[src/rtl/timer_cmd_pkg.sv]
// constants shared by the command port ends
package timer_cmd_pkg;
  localparam int NCNT = 5;
  // command top bits
  localparam logic [2:0] OP_PTR = 3'h0;
  localparam logic [2:0] OP_ARM = 3'h1;
  localparam logic [2:0] OP_LOAD = 3'h2;
  localparam logic [2:0] OP_LDARM = 3'h3;
  localparam logic [2:0] OP_DISSAVE = 3'h4;
  localparam logic [2:0] OP_SAVE = 3'h5;
  localparam logic [2:0] OP_DISARM = 3'h6;
  localparam logic [2:0] OP_MISC = 3'h7;
  // sub codes under OP_MISC, bits 4:3
  localparam logic [1:0] SUB_CLR = 2'h0;
  localparam logic [1:0] SUB_SET = 2'h1;
  localparam logic [1:0] SUB_STEP = 2'h2;
  // whole-code master mode commands
  localparam logic [7:0] CMD_SEQ_OFF = 8'he8;
  localparam logic [7:0] CMD_SEQ_ON = 8'he0;
  localparam logic [7:0] CMD_WIDE = 8'hef;
  localparam logic [7:0] CMD_NARROW = 8'he7;
  localparam logic [7:0] CMD_DIVIDED_FREQUENCY_OUTPUT_OFF = 8'hee;
  localparam logic [7:0] CMD_DIVIDED_FREQUENCY_OUTPUT_ON = 8'he6;
  localparam logic [7:0] CMD_MRESET = 8'hff;
  // master mode fields
  localparam int MM_SEQ = 14;
  localparam int MM_WIDE = 13;
  localparam int MM_FGATE = 12;
  localparam int MM_DIV_LSB = 8;
  localparam logic [15:0] MM_RESET = 16'h0000;
  // counter mode fields
  localparam int CM_DIR = 3;
  localparam logic [2:0] OUT_TC = 3'h1;
  localparam logic [15:0] CM_RESET = 16'h0b00;
  // data pointer
  localparam logic [2:0] GRP_BAD0 = 3'h0;
  localparam logic [2:0] GRP_BAD1 = 3'h6;
  localparam logic [2:0] GRP_CTRL = 3'h7;
  localparam logic [2:0] GRP_FIRST = 3'h1;
  localparam logic [2:0] GRP_LAST = 3'h5;
  localparam logic [1:0] EL_MODE = 2'h0;
  localparam logic [1:0] EL_LOAD = 2'h1;
  localparam logic [1:0] EL_HOLD = 2'h2;
  // host register offsets
  localparam logic [3:0] ADDR_CMD = 4'h0;
  localparam logic [3:0] ADDR_DATA = 4'h4;
  localparam logic [3:0] ADDR_STAT = 4'h8;
  localparam logic [1:0] RESP_OKAY = 2'h0;
  localparam logic [1:0] RESP_SLVERR = 2'h2;
endpackage

[src/rtl/cmd_port_if.sv]
// command port between host controller and timing controller
`timescale 1ns/1ps
interface cmd_port_if;
  logic wrStb;
  logic isCmd;
  logic [15:0] wrData;
  logic rdStb;
  logic [15:0] rdData;
  logic seqDisable;
  logic wideBus;
  logic freqGateOff;
  modport device(input wrStb, isCmd, wrData, rdStb,
    output rdData, seqDisable, wideBus, freqGateOff);
  modport host(output wrStb, isCmd, wrData, rdStb,
    input rdData, seqDisable, wideBus, freqGateOff);
endinterface

[src/rtl/counter_unit.sv]
// one counter with its mode, load and hold registers
`timescale 1ns/1ps
module counter_unit (
  // clock
  input wire logic ref_clk,
  input wire logic rstn,
  input wire logic ce,
  // pins
  input wire logic srcPin,
  input wire logic gatePin,
  output logic outPin,
  // commands
  input wire logic doArm,
  input wire logic doDisarm,
  input wire logic doSave,
  input wire logic doLoad,
  input wire logic doStep,
  input wire logic doSetOut,
  input wire logic doClrOut,
  input wire logic doReset,
  // register writes and contents
  input wire logic wrMode,
  input wire logic wrLoad,
  input wire logic wrHold,
  input wire logic [15:0] wrData,
  output logic [15:0] modeReg,
  output logic [15:0] loadReg,
  output logic [15:0] holdReg
);
  import timer_cmd_pkg::*;
  logic srcMeta, srcSync, srcLast, gateMeta, gateSync;
  logic armed_reg, pend_reg, tc_reg, toggle_reg;
  logic [15:0] value_reg, value_next;
  logic srcCount, countEv;

  always_ff @(posedge ref_clk or negedge rstn) begin
    if (!rstn) begin
      srcMeta <= 1'b0;
      srcSync <= 1'b0;
      srcLast <= 1'b0;
      gateMeta <= 1'b0;
      gateSync <= 1'b0;
    end else if (ce) begin
      srcMeta <= srcPin;
      srcSync <= srcMeta;
      srcLast <= srcSync;
      gateMeta <= gatePin;
      gateSync <= gateMeta;
    end
  end

  assign srcCount = srcSync & ~srcLast & gateSync & armed_reg;
  assign countEv = srcCount | doStep;
  assign value_next = modeReg[CM_DIR] ? value_reg + 16'h0001 :
    value_reg - 16'h0001;

  always_ff @(posedge ref_clk or negedge rstn) begin
    if (!rstn) begin
      value_reg <= 16'h0000;
      tc_reg <= 1'b0;
    end else if (ce) begin
      if (doReset) begin
        value_reg <= 16'h0000;
        tc_reg <= 1'b0;
      end else if (doLoad) begin
        value_reg <= loadReg;
        tc_reg <= 1'b0;
      end else if (countEv) begin
        value_reg <= tc_reg ? loadReg : value_next;
        tc_reg <= ~tc_reg & (value_next == 16'h0000);
      end
    end
  end

  always_ff @(posedge ref_clk or negedge rstn) begin
    if (!rstn) begin
      armed_reg <= 1'b0;
      pend_reg <= 1'b0;
    end else if (ce) begin
      if (doReset) begin
        armed_reg <= 1'b0;
        pend_reg <= 1'b0;
      end else if (doArm) begin
        armed_reg <= 1'b1;
        pend_reg <= 1'b0;
      end else if (doDisarm && tc_reg) begin
        pend_reg <= 1'b1;
      end else if (doDisarm || (pend_reg && !tc_reg)) begin
        armed_reg <= 1'b0;
        pend_reg <= 1'b0;
      end
    end
  end

  always_ff @(posedge ref_clk or negedge rstn) begin
    if (!rstn) begin
      modeReg <= CM_RESET;
      loadReg <= 16'h0000;
      holdReg <= 16'h0000;
    end else if (ce) begin
      if (doReset) begin
        modeReg <= CM_RESET;
        loadReg <= 16'h0000;
        holdReg <= 16'h0000;
      end else begin
        if (wrMode)
          modeReg <= wrData;
        if (wrLoad)
          loadReg <= wrData;
        if (doSave)
          holdReg <= value_reg;
        else if (wrHold)
          holdReg <= wrData;
      end
    end
  end

  always_ff @(posedge ref_clk or negedge rstn) begin
    if (!rstn) begin
      toggle_reg <= 1'b0;
      outPin <= 1'b0;
    end else if (ce) begin
      if (doReset)
        toggle_reg <= 1'b0;
      else if (doSetOut)
        toggle_reg <= 1'b1;
      else if (doClrOut)
        toggle_reg <= 1'b0;
      outPin <= (modeReg[2:0] == OUT_TC) ? tc_reg : toggle_reg;
    end
  end
endmodule

[src/rtl/timer_command_decoder.sv]
// command decoder and register access of the five counter timer
//
// Function
// - disarm stops selected counters, deferred while in terminal count
// - counter in terminal count leaves it first
// - disarmed counter still loads, saves, rearms
// - save copies counter value into hold
// - disarm-and-save equals disarm then save
// - set output toggle for counter 1..5
// - clear output toggle for counter 1..5
// - step counts one, direction bit chooses
// - step works on disarmed counter too
// - load pointer element, group, set byte pointer
// - pointer loads only for legal groups
// - code e8 sets sequencing disable bit
// - code e0 clears sequencing disable bit
// - pointer advances unless sequencing disabled or group is control
// - master mode bits writable as whole word
// - code ef selects sixteen bit bus
// - code e7 selects two byte transfers
// - code ee holds frequency output low
// - code e6 drives divided frequency out
// - frequency output may glitch when gated
// - counting needs arming and gate enable
// - master reset clears registers, modes 0b00
`timescale 1ns/1ps
module timer_command_decoder #(
  parameter int NUM_COUNTERS = 5
) (
  // clock and reset
  input wire logic ref_clk,
  input wire logic rstn,
  input wire logic ce,
  // command port
  cmd_port_if.device port,
  // counter pins
  input wire logic [NUM_COUNTERS-1:0] countSource,
  input wire logic [NUM_COUNTERS-1:0] countGate,
  output logic [NUM_COUNTERS-1:0] counterOutputPin,
  output logic dividedFrequencyOutput
);
  import timer_cmd_pkg::*;

  if (NUM_COUNTERS < 1 || NUM_COUNTERS > NCNT) begin : g_chk
    $error("NUM_COUNTERS must lie in 1..5");
  end

  function automatic logic [NUM_COUNTERS-1:0] numDecode(
    input logic [2:0] n);
    logic [NUM_COUNTERS-1:0] r;
    r = '0;
    for (int i = 0; i < NUM_COUNTERS; i++)
      if (n == 3'(i + 1))
        r[i] = 1'b1;
    return r;
  endfunction

  logic [7:0] cmdCode;
  logic [2:0] opTop;
  logic [NUM_COUNTERS-1:0] sel, numSel, grpHit;
  logic cmdStb, dataWrStb, dataRdStb, isMisc, mreset;
  logic [15:0] mm_reg, lowByte_reg, accWord, rdWord;
  logic [1:0] elem_reg;
  logic [2:0] grp_reg;
  logic bytePtr_reg, accGo, accLast, wide;
  logic [3:0] div_reg;
  logic freqTog_reg;
  logic [NUM_COUNTERS-1:0] cArm, cDis, cSave, cLoad, cStep, cSet, cClr;
  logic [NUM_COUNTERS-1:0] cWrMode, cWrLoad, cWrHold;
  logic [15:0] cMode [NUM_COUNTERS];
  logic [15:0] cLoadR [NUM_COUNTERS];
  logic [15:0] cHold [NUM_COUNTERS];

  // one strobe is one command
  assign cmdStb = port.wrStb & port.isCmd;
  assign dataWrStb = port.wrStb & ~port.isCmd;
  assign dataRdStb = port.rdStb;
  assign cmdCode = port.wrData[7:0];
  assign opTop = cmdCode[7:5];
  assign sel = cmdCode[NUM_COUNTERS-1:0];
  assign isMisc = cmdStb & (opTop == OP_MISC);
  assign mreset = cmdStb & (cmdCode == CMD_MRESET);
  assign numSel = numDecode(cmdCode[2:0]);
  assign grpHit = numDecode(grp_reg);
  assign wide = mm_reg[MM_WIDE];

  assign cArm = (cmdStb && (opTop == OP_ARM || opTop == OP_LDARM)) ?
    sel : '0;
  assign cLoad = (cmdStb && (opTop == OP_LOAD || opTop == OP_LDARM)) ?
    sel : '0;
  assign cDis = (cmdStb && (opTop == OP_DISARM || opTop == OP_DISSAVE)) ?
    sel : '0;
  assign cSave = (cmdStb && (opTop == OP_SAVE || opTop == OP_DISSAVE)) ?
    sel : '0;
  assign cSet = (isMisc && cmdCode[4:3] == SUB_SET) ? numSel : '0;
  assign cClr = (isMisc && cmdCode[4:3] == SUB_CLR) ? numSel : '0;
  assign cStep = (isMisc && cmdCode[4:3] == SUB_STEP) ? numSel : '0;

  // narrow bus: first byte is low half, second completes the word
  assign accWord = wide ? port.wrData : {port.wrData[7:0], lowByte_reg[7:0]};
  assign accLast = wide | ~bytePtr_reg;
  assign accGo = dataWrStb & accLast;
  assign cWrMode = (accGo && elem_reg == EL_MODE) ? grpHit : '0;
  assign cWrLoad = (accGo && elem_reg == EL_LOAD) ? grpHit : '0;
  assign cWrHold = (accGo && elem_reg == EL_HOLD) ? grpHit : '0;

  for (genvar i = 0; i < NUM_COUNTERS; i++) begin : g_cnt
    counter_unit u_cnt (
      .ref_clk(ref_clk),
      .rstn(rstn),
      .ce(ce),
      .srcPin(countSource[i]),
      .gatePin(countGate[i]),
      .outPin(counterOutputPin[i]),
      .doArm(cArm[i]),
      .doDisarm(cDis[i]),
      .doSave(cSave[i]),
      .doLoad(cLoad[i]),
      .doStep(cStep[i]),
      .doSetOut(cSet[i]),
      .doClrOut(cClr[i]),
      .doReset(mreset),
      .wrMode(cWrMode[i]),
      .wrLoad(cWrLoad[i]),
      .wrHold(cWrHold[i]),
      .wrData(accWord),
      .modeReg(cMode[i]),
      .loadReg(cLoadR[i]),
      .holdReg(cHold[i])
    );
  end

  // master mode register
  always_ff @(posedge ref_clk or negedge rstn) begin
    if (!rstn) begin
      mm_reg <= MM_RESET;
    end else if (ce) begin
      if (mreset)
        mm_reg <= MM_RESET;
      else if (accGo && grp_reg == GRP_CTRL && elem_reg == EL_MODE)
        mm_reg <= accWord;
      else if (isMisc) begin
        case (cmdCode)
          CMD_SEQ_OFF: mm_reg[MM_SEQ] <= 1'b1;
          CMD_SEQ_ON: mm_reg[MM_SEQ] <= 1'b0;
          CMD_WIDE: mm_reg[MM_WIDE] <= 1'b1;
          CMD_NARROW: mm_reg[MM_WIDE] <= 1'b0;
          CMD_DIVIDED_FREQUENCY_OUTPUT_OFF: mm_reg[MM_FGATE] <= 1'b1;
          CMD_DIVIDED_FREQUENCY_OUTPUT_ON: mm_reg[MM_FGATE] <= 1'b0;
          default: mm_reg <= mm_reg;
        endcase
      end
    end
  end

  // data pointer
  always_ff @(posedge ref_clk or negedge rstn) begin
    if (!rstn) begin
      elem_reg <= EL_MODE;
      grp_reg <= GRP_FIRST;
      bytePtr_reg <= 1'b1;
      lowByte_reg <= 16'h0000;
    end else if (ce) begin
      if (cmdStb && opTop == OP_PTR) begin
        if (cmdCode[2:0] != GRP_BAD0 && cmdCode[2:0] != GRP_BAD1) begin
          elem_reg <= cmdCode[4:3];
          grp_reg <= cmdCode[2:0];
          bytePtr_reg <= 1'b1;
        end
      end else if (dataWrStb || dataRdStb) begin
        if (!wide && bytePtr_reg) begin
          bytePtr_reg <= 1'b0;
          lowByte_reg <= {8'h00, port.wrData[7:0]};
        end else begin
          bytePtr_reg <= 1'b1;
          if (!mm_reg[MM_SEQ] && grp_reg != GRP_CTRL) begin
            if (elem_reg != EL_HOLD) begin
              elem_reg <= elem_reg + 2'h1;
            end else begin
              elem_reg <= EL_MODE;
              grp_reg <= (grp_reg == GRP_LAST) ? GRP_FIRST :
                grp_reg + 3'h1;
            end
          end
        end
      end
    end
  end

  always_comb begin
    rdWord = 16'h0000;
    if (grp_reg == GRP_CTRL && elem_reg == EL_MODE)
      rdWord = mm_reg;
    for (int i = 0; i < NUM_COUNTERS; i++)
      if (grpHit[i])
        case (elem_reg)
          EL_MODE: rdWord = cMode[i];
          EL_LOAD: rdWord = cLoadR[i];
          EL_HOLD: rdWord = cHold[i];
          default: rdWord = 16'h0000;
        endcase
  end

  always_ff @(posedge ref_clk or negedge rstn) begin
    if (!rstn)
      port.rdData <= 16'h0000;
    else if (ce && dataRdStb)
      port.rdData <= wide ? rdWord :
        {8'h00, bytePtr_reg ? rdWord[7:0] : rdWord[15:8]};
  end

  // frequency divider, ratio 0 meaning sixteen
  always_ff @(posedge ref_clk or negedge rstn) begin
    if (!rstn) begin
      div_reg <= 4'h0;
      freqTog_reg <= 1'b0;
      dividedFrequencyOutput <= 1'b0;
    end else if (ce) begin
      if (div_reg == mm_reg[MM_DIV_LSB+:4] - 4'h1) begin
        div_reg <= 4'h0;
        freqTog_reg <= ~freqTog_reg;
      end else begin
        div_reg <= div_reg + 4'h1;
      end
      dividedFrequencyOutput <= ~mm_reg[MM_FGATE] & freqTog_reg;
    end
  end

  assign port.seqDisable = mm_reg[MM_SEQ];
  assign port.wideBus = mm_reg[MM_WIDE];
  assign port.freqGateOff = mm_reg[MM_FGATE];
endmodule

[src/flat_wrapper.sv]
// flat-port wrapper written by rule: the top's interface ports become plain ports
module timer_command_decoder_flat import timer_cmd_pkg::*;
#(
  parameter int NUM_COUNTERS = 5
)
  (ref_clk, rstn, ce, countSource, countGate, counterOutputPin, dividedFrequencyOutput, port_wrStb, port_isCmd, port_wrData, port_rdStb, port_rdData, port_seqDisable, port_wideBus, port_freqGateOff);
  cmd_port_if port_i ();
  input wire logic ref_clk;
  input wire logic rstn;
  input wire logic ce;
  input wire logic [NUM_COUNTERS-1:0] countSource;
  input wire logic [NUM_COUNTERS-1:0] countGate;
  output logic [NUM_COUNTERS-1:0] counterOutputPin;
  output logic dividedFrequencyOutput;
  input wire logic [$bits(port_i.wrStb)-1:0] port_wrStb;
  input wire logic [$bits(port_i.isCmd)-1:0] port_isCmd;
  input wire logic [$bits(port_i.wrData)-1:0] port_wrData;
  input wire logic [$bits(port_i.rdStb)-1:0] port_rdStb;
  output wire logic [$bits(port_i.rdData)-1:0] port_rdData;
  output wire logic [$bits(port_i.seqDisable)-1:0] port_seqDisable;
  output wire logic [$bits(port_i.wideBus)-1:0] port_wideBus;
  output wire logic [$bits(port_i.freqGateOff)-1:0] port_freqGateOff;
  assign port_i.wrStb = port_wrStb;
  assign port_i.isCmd = port_isCmd;
  assign port_i.wrData = port_wrData;
  assign port_i.rdStb = port_rdStb;
  assign port_rdData = port_i.rdData;
  assign port_seqDisable = port_i.seqDisable;
  assign port_wideBus = port_i.wideBus;
  assign port_freqGateOff = port_i.freqGateOff;
  timer_command_decoder #(.NUM_COUNTERS(NUM_COUNTERS)) u_core (.ref_clk(ref_clk), .rstn(rstn), .ce(ce), .port(port_i), .countSource(countSource), .countGate(countGate), .counterOutputPin(counterOutputPin), .dividedFrequencyOutput(dividedFrequencyOutput));
endmodule
[config.mk]
export PLATFORM = sky130hd
export DESIGN_NAME = timer_command_decoder_flat
export DESIGN_NICKNAME = d
export VERILOG_FILES = /design/src/rtl/timer_cmd_pkg.sv /design/src/rtl/cmd_port_if.sv /design/src/rtl/counter_unit.sv /design/src/rtl/timer_command_decoder.sv /design/src/flat_wrapper.sv
export SDC_FILE = /design/constraint.sdc
export NUM_CORES = 1
export LEC_CHECK = 0
export ABC_AREA = 1
export BUFFER_PORTS_ARGS = -buffer_cell sky130_fd_sc_hd__buf_2
export CAP_MARGIN = 0
export CORE_UTILIZATION = 50
export CTS_CLUSTER_SIZE = 12
export DETAILED_ROUTE_END_ITERATION = 10
export HOLD_SLACK_MARGIN = 0.06
export PLACE_DENSITY_LB_ADDON = 0.3
export SLEW_MARGIN = 20
export SYNTH_ARGS = -nofsm -noshare
export SYNTH_HDL_FRONTEND = slang
export SYNTH_SLANG_ARGS = --single-unit
[constraint.sdc]
create_clock -name ref_clk -period 2.75 [get_ports ref_clk]
set_input_delay 0.1375 -clock ref_clk [delete_from_list [all_inputs] [get_ports ref_clk]]
set_output_delay 0.1375 -clock ref_clk [all_outputs]
set_load 0.005 [all_outputs]
==> run_results.csv <==
group,metric,value,unit
logic_synthesis,synth_top_cell_by_area,"dfrtp_1",
cells_and_area,final_area,0.0291,mm2
timing,hold-worst-slack,0.133,ns
power_and_ir_drop,power_frac_clock,18.9,%
timing,slew_viol_final,0,
setup_path,cp.arrival,3.02,ns
logic_synthesis,synth_compound_area_share,17.4,%
power_and_ir_drop,power.density,1170,mW/mm2
power_and_ir_drop,p_seq_share,30.6,%
logic_synthesis,yosys_warnings,0,
logic_synthesis,ys.flop_type,"dfrtp_1",
drt,first_iter_violations,3077,
die,ioPinCount,57,
logic_synthesis,yosysSeqAreaShare,41.3,%
logic_synthesis,synth.avg_cell_area,7.26,um2
timing,hold_violations,0,
clock_network,cts_buffer_depth,3,
status,status,"finished, final reports clean",
global_routing,grt_max_degree,81,
timing,worst_pin_slew,1.03,ns
logic_synthesis,ys_async_sr_fraction,100,%
die,fp.dieH,228,um
drt,viasPerCell,5.80,
setup_path,worstSetupPathType,"flip-flop to flip-flop",
setup_path,rr_worst_depth,11,
drt,dr_total_vias,25300,
logic_synthesis,synth_commonest_cells,"nand2_1, dfrtp_1, inv_1",
clock_network,insertion_delay,0.59,ns
power_and_ir_drop,swShare,45.7,%
timing,max_freq,392,MHz
drt,drc,0,
logic_synthesis,synth_edf_count,0,
placed_design,port_buffers,56,
logic_synthesis,synth_seq_cells,422,
drt,wl,91600,um
power_and_ir_drop,p_int,18.5,mW
placed_design,pre_cts_slack,0.180,ns
setup_path,critical_path.max_fanout,11,
setup_path,r2r-start,"u_core.g_cnt[0].u_cnt.modeReg[3]$_DFFE_PN0P_",
flow_run,drv_cap,0,
setup_path,startpoint_type,"flip-flop",
logic_synthesis,synth-adder-area-share,4.25,%
cells_and_area,syn_to_final_growth,13.5,%
die,num_rows,82,
logic_synthesis,postSynthCellCount,3531,
global_routing,grt_usage,35.3,%
clock_network,cts_root_buffer,"clkbuf_16",
clock_network,clk_pin_slew,0.06,ns
power_and_ir_drop,netSwitchingPower,15.6,mW
clock_network,cts_tree,"yes",
die,die_area,0.0521,mm2
placed_design,dpl_cell_area,0.0272,mm2
global_routing,antenna_found_initial,1,
timing,relSlewSlack,31.1,%
logic_synthesis,synthSimpleGateAreaFrac,26.7,%
logic_synthesis,synth_top_area_share,39.6,%
die,initial_utilization,50.9,%
timing,finalCritPeriodShare,92.7,%
power_and_ir_drop,cellLeakagePower,14.7,nW
clock_network,h-tree-depth,2,
die,coreArea,0.0504,mm2
global_routing,grt_pass1_vias,23900,
logic_synthesis,synth_xor_area_share,1.13,%
drt,firstDrtPassIters,6,
placed_design,dp_hpwl,66800,um
setup_path,endpoint_kind,"flip-flop",
cells_and_area,fin_util,57.7,%
setup_path,r2r_setup_slack,0.20,ns
global_routing,grt_pass1_wl,141000,um
power_and_ir_drop,share_comb_of_total_power,50.5,%
logic_synthesis,muxShareOfSynthArea,0.586,%
logic_synthesis,synth_top_family_by_area,"simple AND/OR/NAND/NOR gates",
cells_and_area,nets,3767,
cells_and_area,drive_above_1_share,9.80,%
logic_synthesis,synth.most_common_cell,"nand2_1",
global_routing,overflow,0,
timing,setup_viol,0,
setup_path,timing.rr.end,"u_core.g_cnt[0].u_cnt.tc_reg$_DFFE_PN0P_",
timing,setup_slack,0.201,ns
power_and_ir_drop,peakVddDrop,0.672,mV
die,die_w,228,um
logic_synthesis,synth_cell_types,58,
timing,period_minus_slack,2.55,ns
timing,finalClockSkew,0.0244,ns
hold_path,min_path_type,"input port to async pin",
setup_path,crit_required,3.22,ns
logic_synthesis,synthTopCellsByArea,"dfrtp_1, nand2_1, o21ai_0, inv_1, ha_1",
logic_synthesis,syn_area,0.0256,mm2
cells_and_area,nFillCells,4735,
drt,final_antenna_net_count,0,
clock_network,clock_sinks,422,
placed_design,routabilityCongestion,1.05,
logic_synthesis,synth_nets,3647,
drt,wl_per_cell,21.0,um
clock_network,cts-buffers-inserted,46,
## power groups by stage
stage                     Combinational (mW)  Clock [mW]  Sequential (mW)
after CTS                               16.8        6.44             10.3
final                                   17.2        6.43             10.4
after floorplan                         12.1           0             9.76
after detailed placement                16.6           0             10.4
after global routing                    19.3        6.68             10.7
after global placement                  16.4           0             10.4
## how the worst max path moves through the flow
stage | slack, ns | cells past startpoint | endpoint | start
2_1_floorplan | 0.65 | 14 | u_core.g_cnt[4].u_cnt.value_reg[15]$_DFFE_PN0P_ | u_core.g_cnt[4].u_cnt.modeReg[3]$_DFFE_PN0P_
3_3_place_gp | 0.22 | 12 | u_core.g_cnt[1].u_cnt.tc_reg$_DFFE_PN0P_ | u_core.g_cnt[1].u_cnt.modeReg[3]$_DFFE_PN0P_
3_5_place_dp | 0.18 | 15 | u_core.g_cnt[3].u_cnt.tc_reg$_DFFE_PN0P_ | u_core.g_cnt[3].u_cnt.modeReg[3]$_DFFE_PN0P_
4_1_cts | 0.17 | 15 | u_core.g_cnt[3].u_cnt.tc_reg$_DFFE_PN0P_ | u_core.g_cnt[3].u_cnt.modeReg[3]$_DFFE_PN0P_
5_1_grt | -0.0007 | 12 | u_core.g_cnt[0].u_cnt.value_reg[13]$_DFFE_PN0P_ | u_core.g_cnt[0].u_cnt.modeReg[3]$_DFFE_PN0P_
6_report | 0.20 | 11 | u_core.g_cnt[0].u_cnt.tc_reg$_DFFE_PN0P_ | u_core.g_cnt[0].u_cnt.modeReg[3]$_DFFE_PN0P_
## timing repair
| action | CTS | global route |
|---|---|---|
| endpoints found under the hold margin | 101 | 0 |
| setup buffers | 0 | 13 |
| resized for setup | 0 | 6 |
| hold buffers | 18 | 0 |
| endpoints found under the setup margin | 0 | 20 |
## through the flow
stage	instances	setup TNS, ns	power, mW
final	4357	0	34.0
after global placement	4242	0	26.8
after global routing	4356	-0.000724	36.7
after CTS	4341	0	33.5
after floorplan	3531	0	21.9
after detailed placement	4242	0	27.0
## placed cells by master, fill, tap and decap left out, drive strengths merged, types with 2 or more instances in the layout
| master | count |
|---|---|
| nor4 | 2 |
| a211oi | 7 |
| xor2 | 22 |
| o21a | 3 |
| nand3 | 162 |
| clkinvlp | 5 |
| o211ai | 46 |
| dfstp | 17 |
| o2111ai | 34 |
| fa | 5 |
| o21bai | 6 |
| a32o | 7 |
| dfrtp | 405 |
| nand4 | 34 |
| clkbuf | 69 |
| a311oi | 2 |
| inv | 404 |
| a21oi | 154 |
| bufinv | 3 |
| a221oi | 9 |
| clkinv | 10 |
| o32ai | 6 |
| nand3b | 21 |
| a21o | 2 |
| o221ai | 12 |
| buf | 201 |
| xnor2 | 11 |
| dlygate4sd3 | 18 |
| ha | 79 |
| o31ai | 11 |
| mux2i | 15 |
| a31oi | 2 |
| and2 | 3 |
| o21ai | 380 |
| o22ai | 70 |
| nand2 | 1152 |
| nor2 | 251 |
| a21boi | 3 |
| nor3 | 38 |
## logic make-up after synthesis
logic type | after synthesis
and+or+nand+nor | 1664
AOI/OAI and AO/OA | 756
buffers and inverters | 557
DFF | 422
adders and majority gates | 84
xor gates and xnor gates | 33
muxes | 15
## per-layer routing
metal	track usage, %	routed length, um
met1	48.0	37500
met2	52.3	39100
met3	7.62	9340
met4	19.8	5650
met5	0	0
## worst max-delay path, cell delays in order (launching register included)
cell	delay [ns]
dfrtp_1	0.51
clkinvlp_4	0.32
buf_4	0.24
ha_1	0.36
nand2_1	0.10
nand2_1	0.07
a31o_2	0.22
a21oi_1	0.17
xor2_1	0.25
nor2_1	0.07
nand3_1	0.08
nand2_1	0.05
## area by class of cell
class	instances	area, um2	area share, %
clock buffer	69	1410	4.85
multi-input combinational	2552	12800	44.2
clock inverter	12	138	0.473
timing repair buffer	219	1710	5.87
sequential	422	10600	36.4
inverter	410	1550	5.34
tap	672	841	2.89
antenna	1	2.50	0.00861
Note: power is estimated with default switching activity, not from simulation.
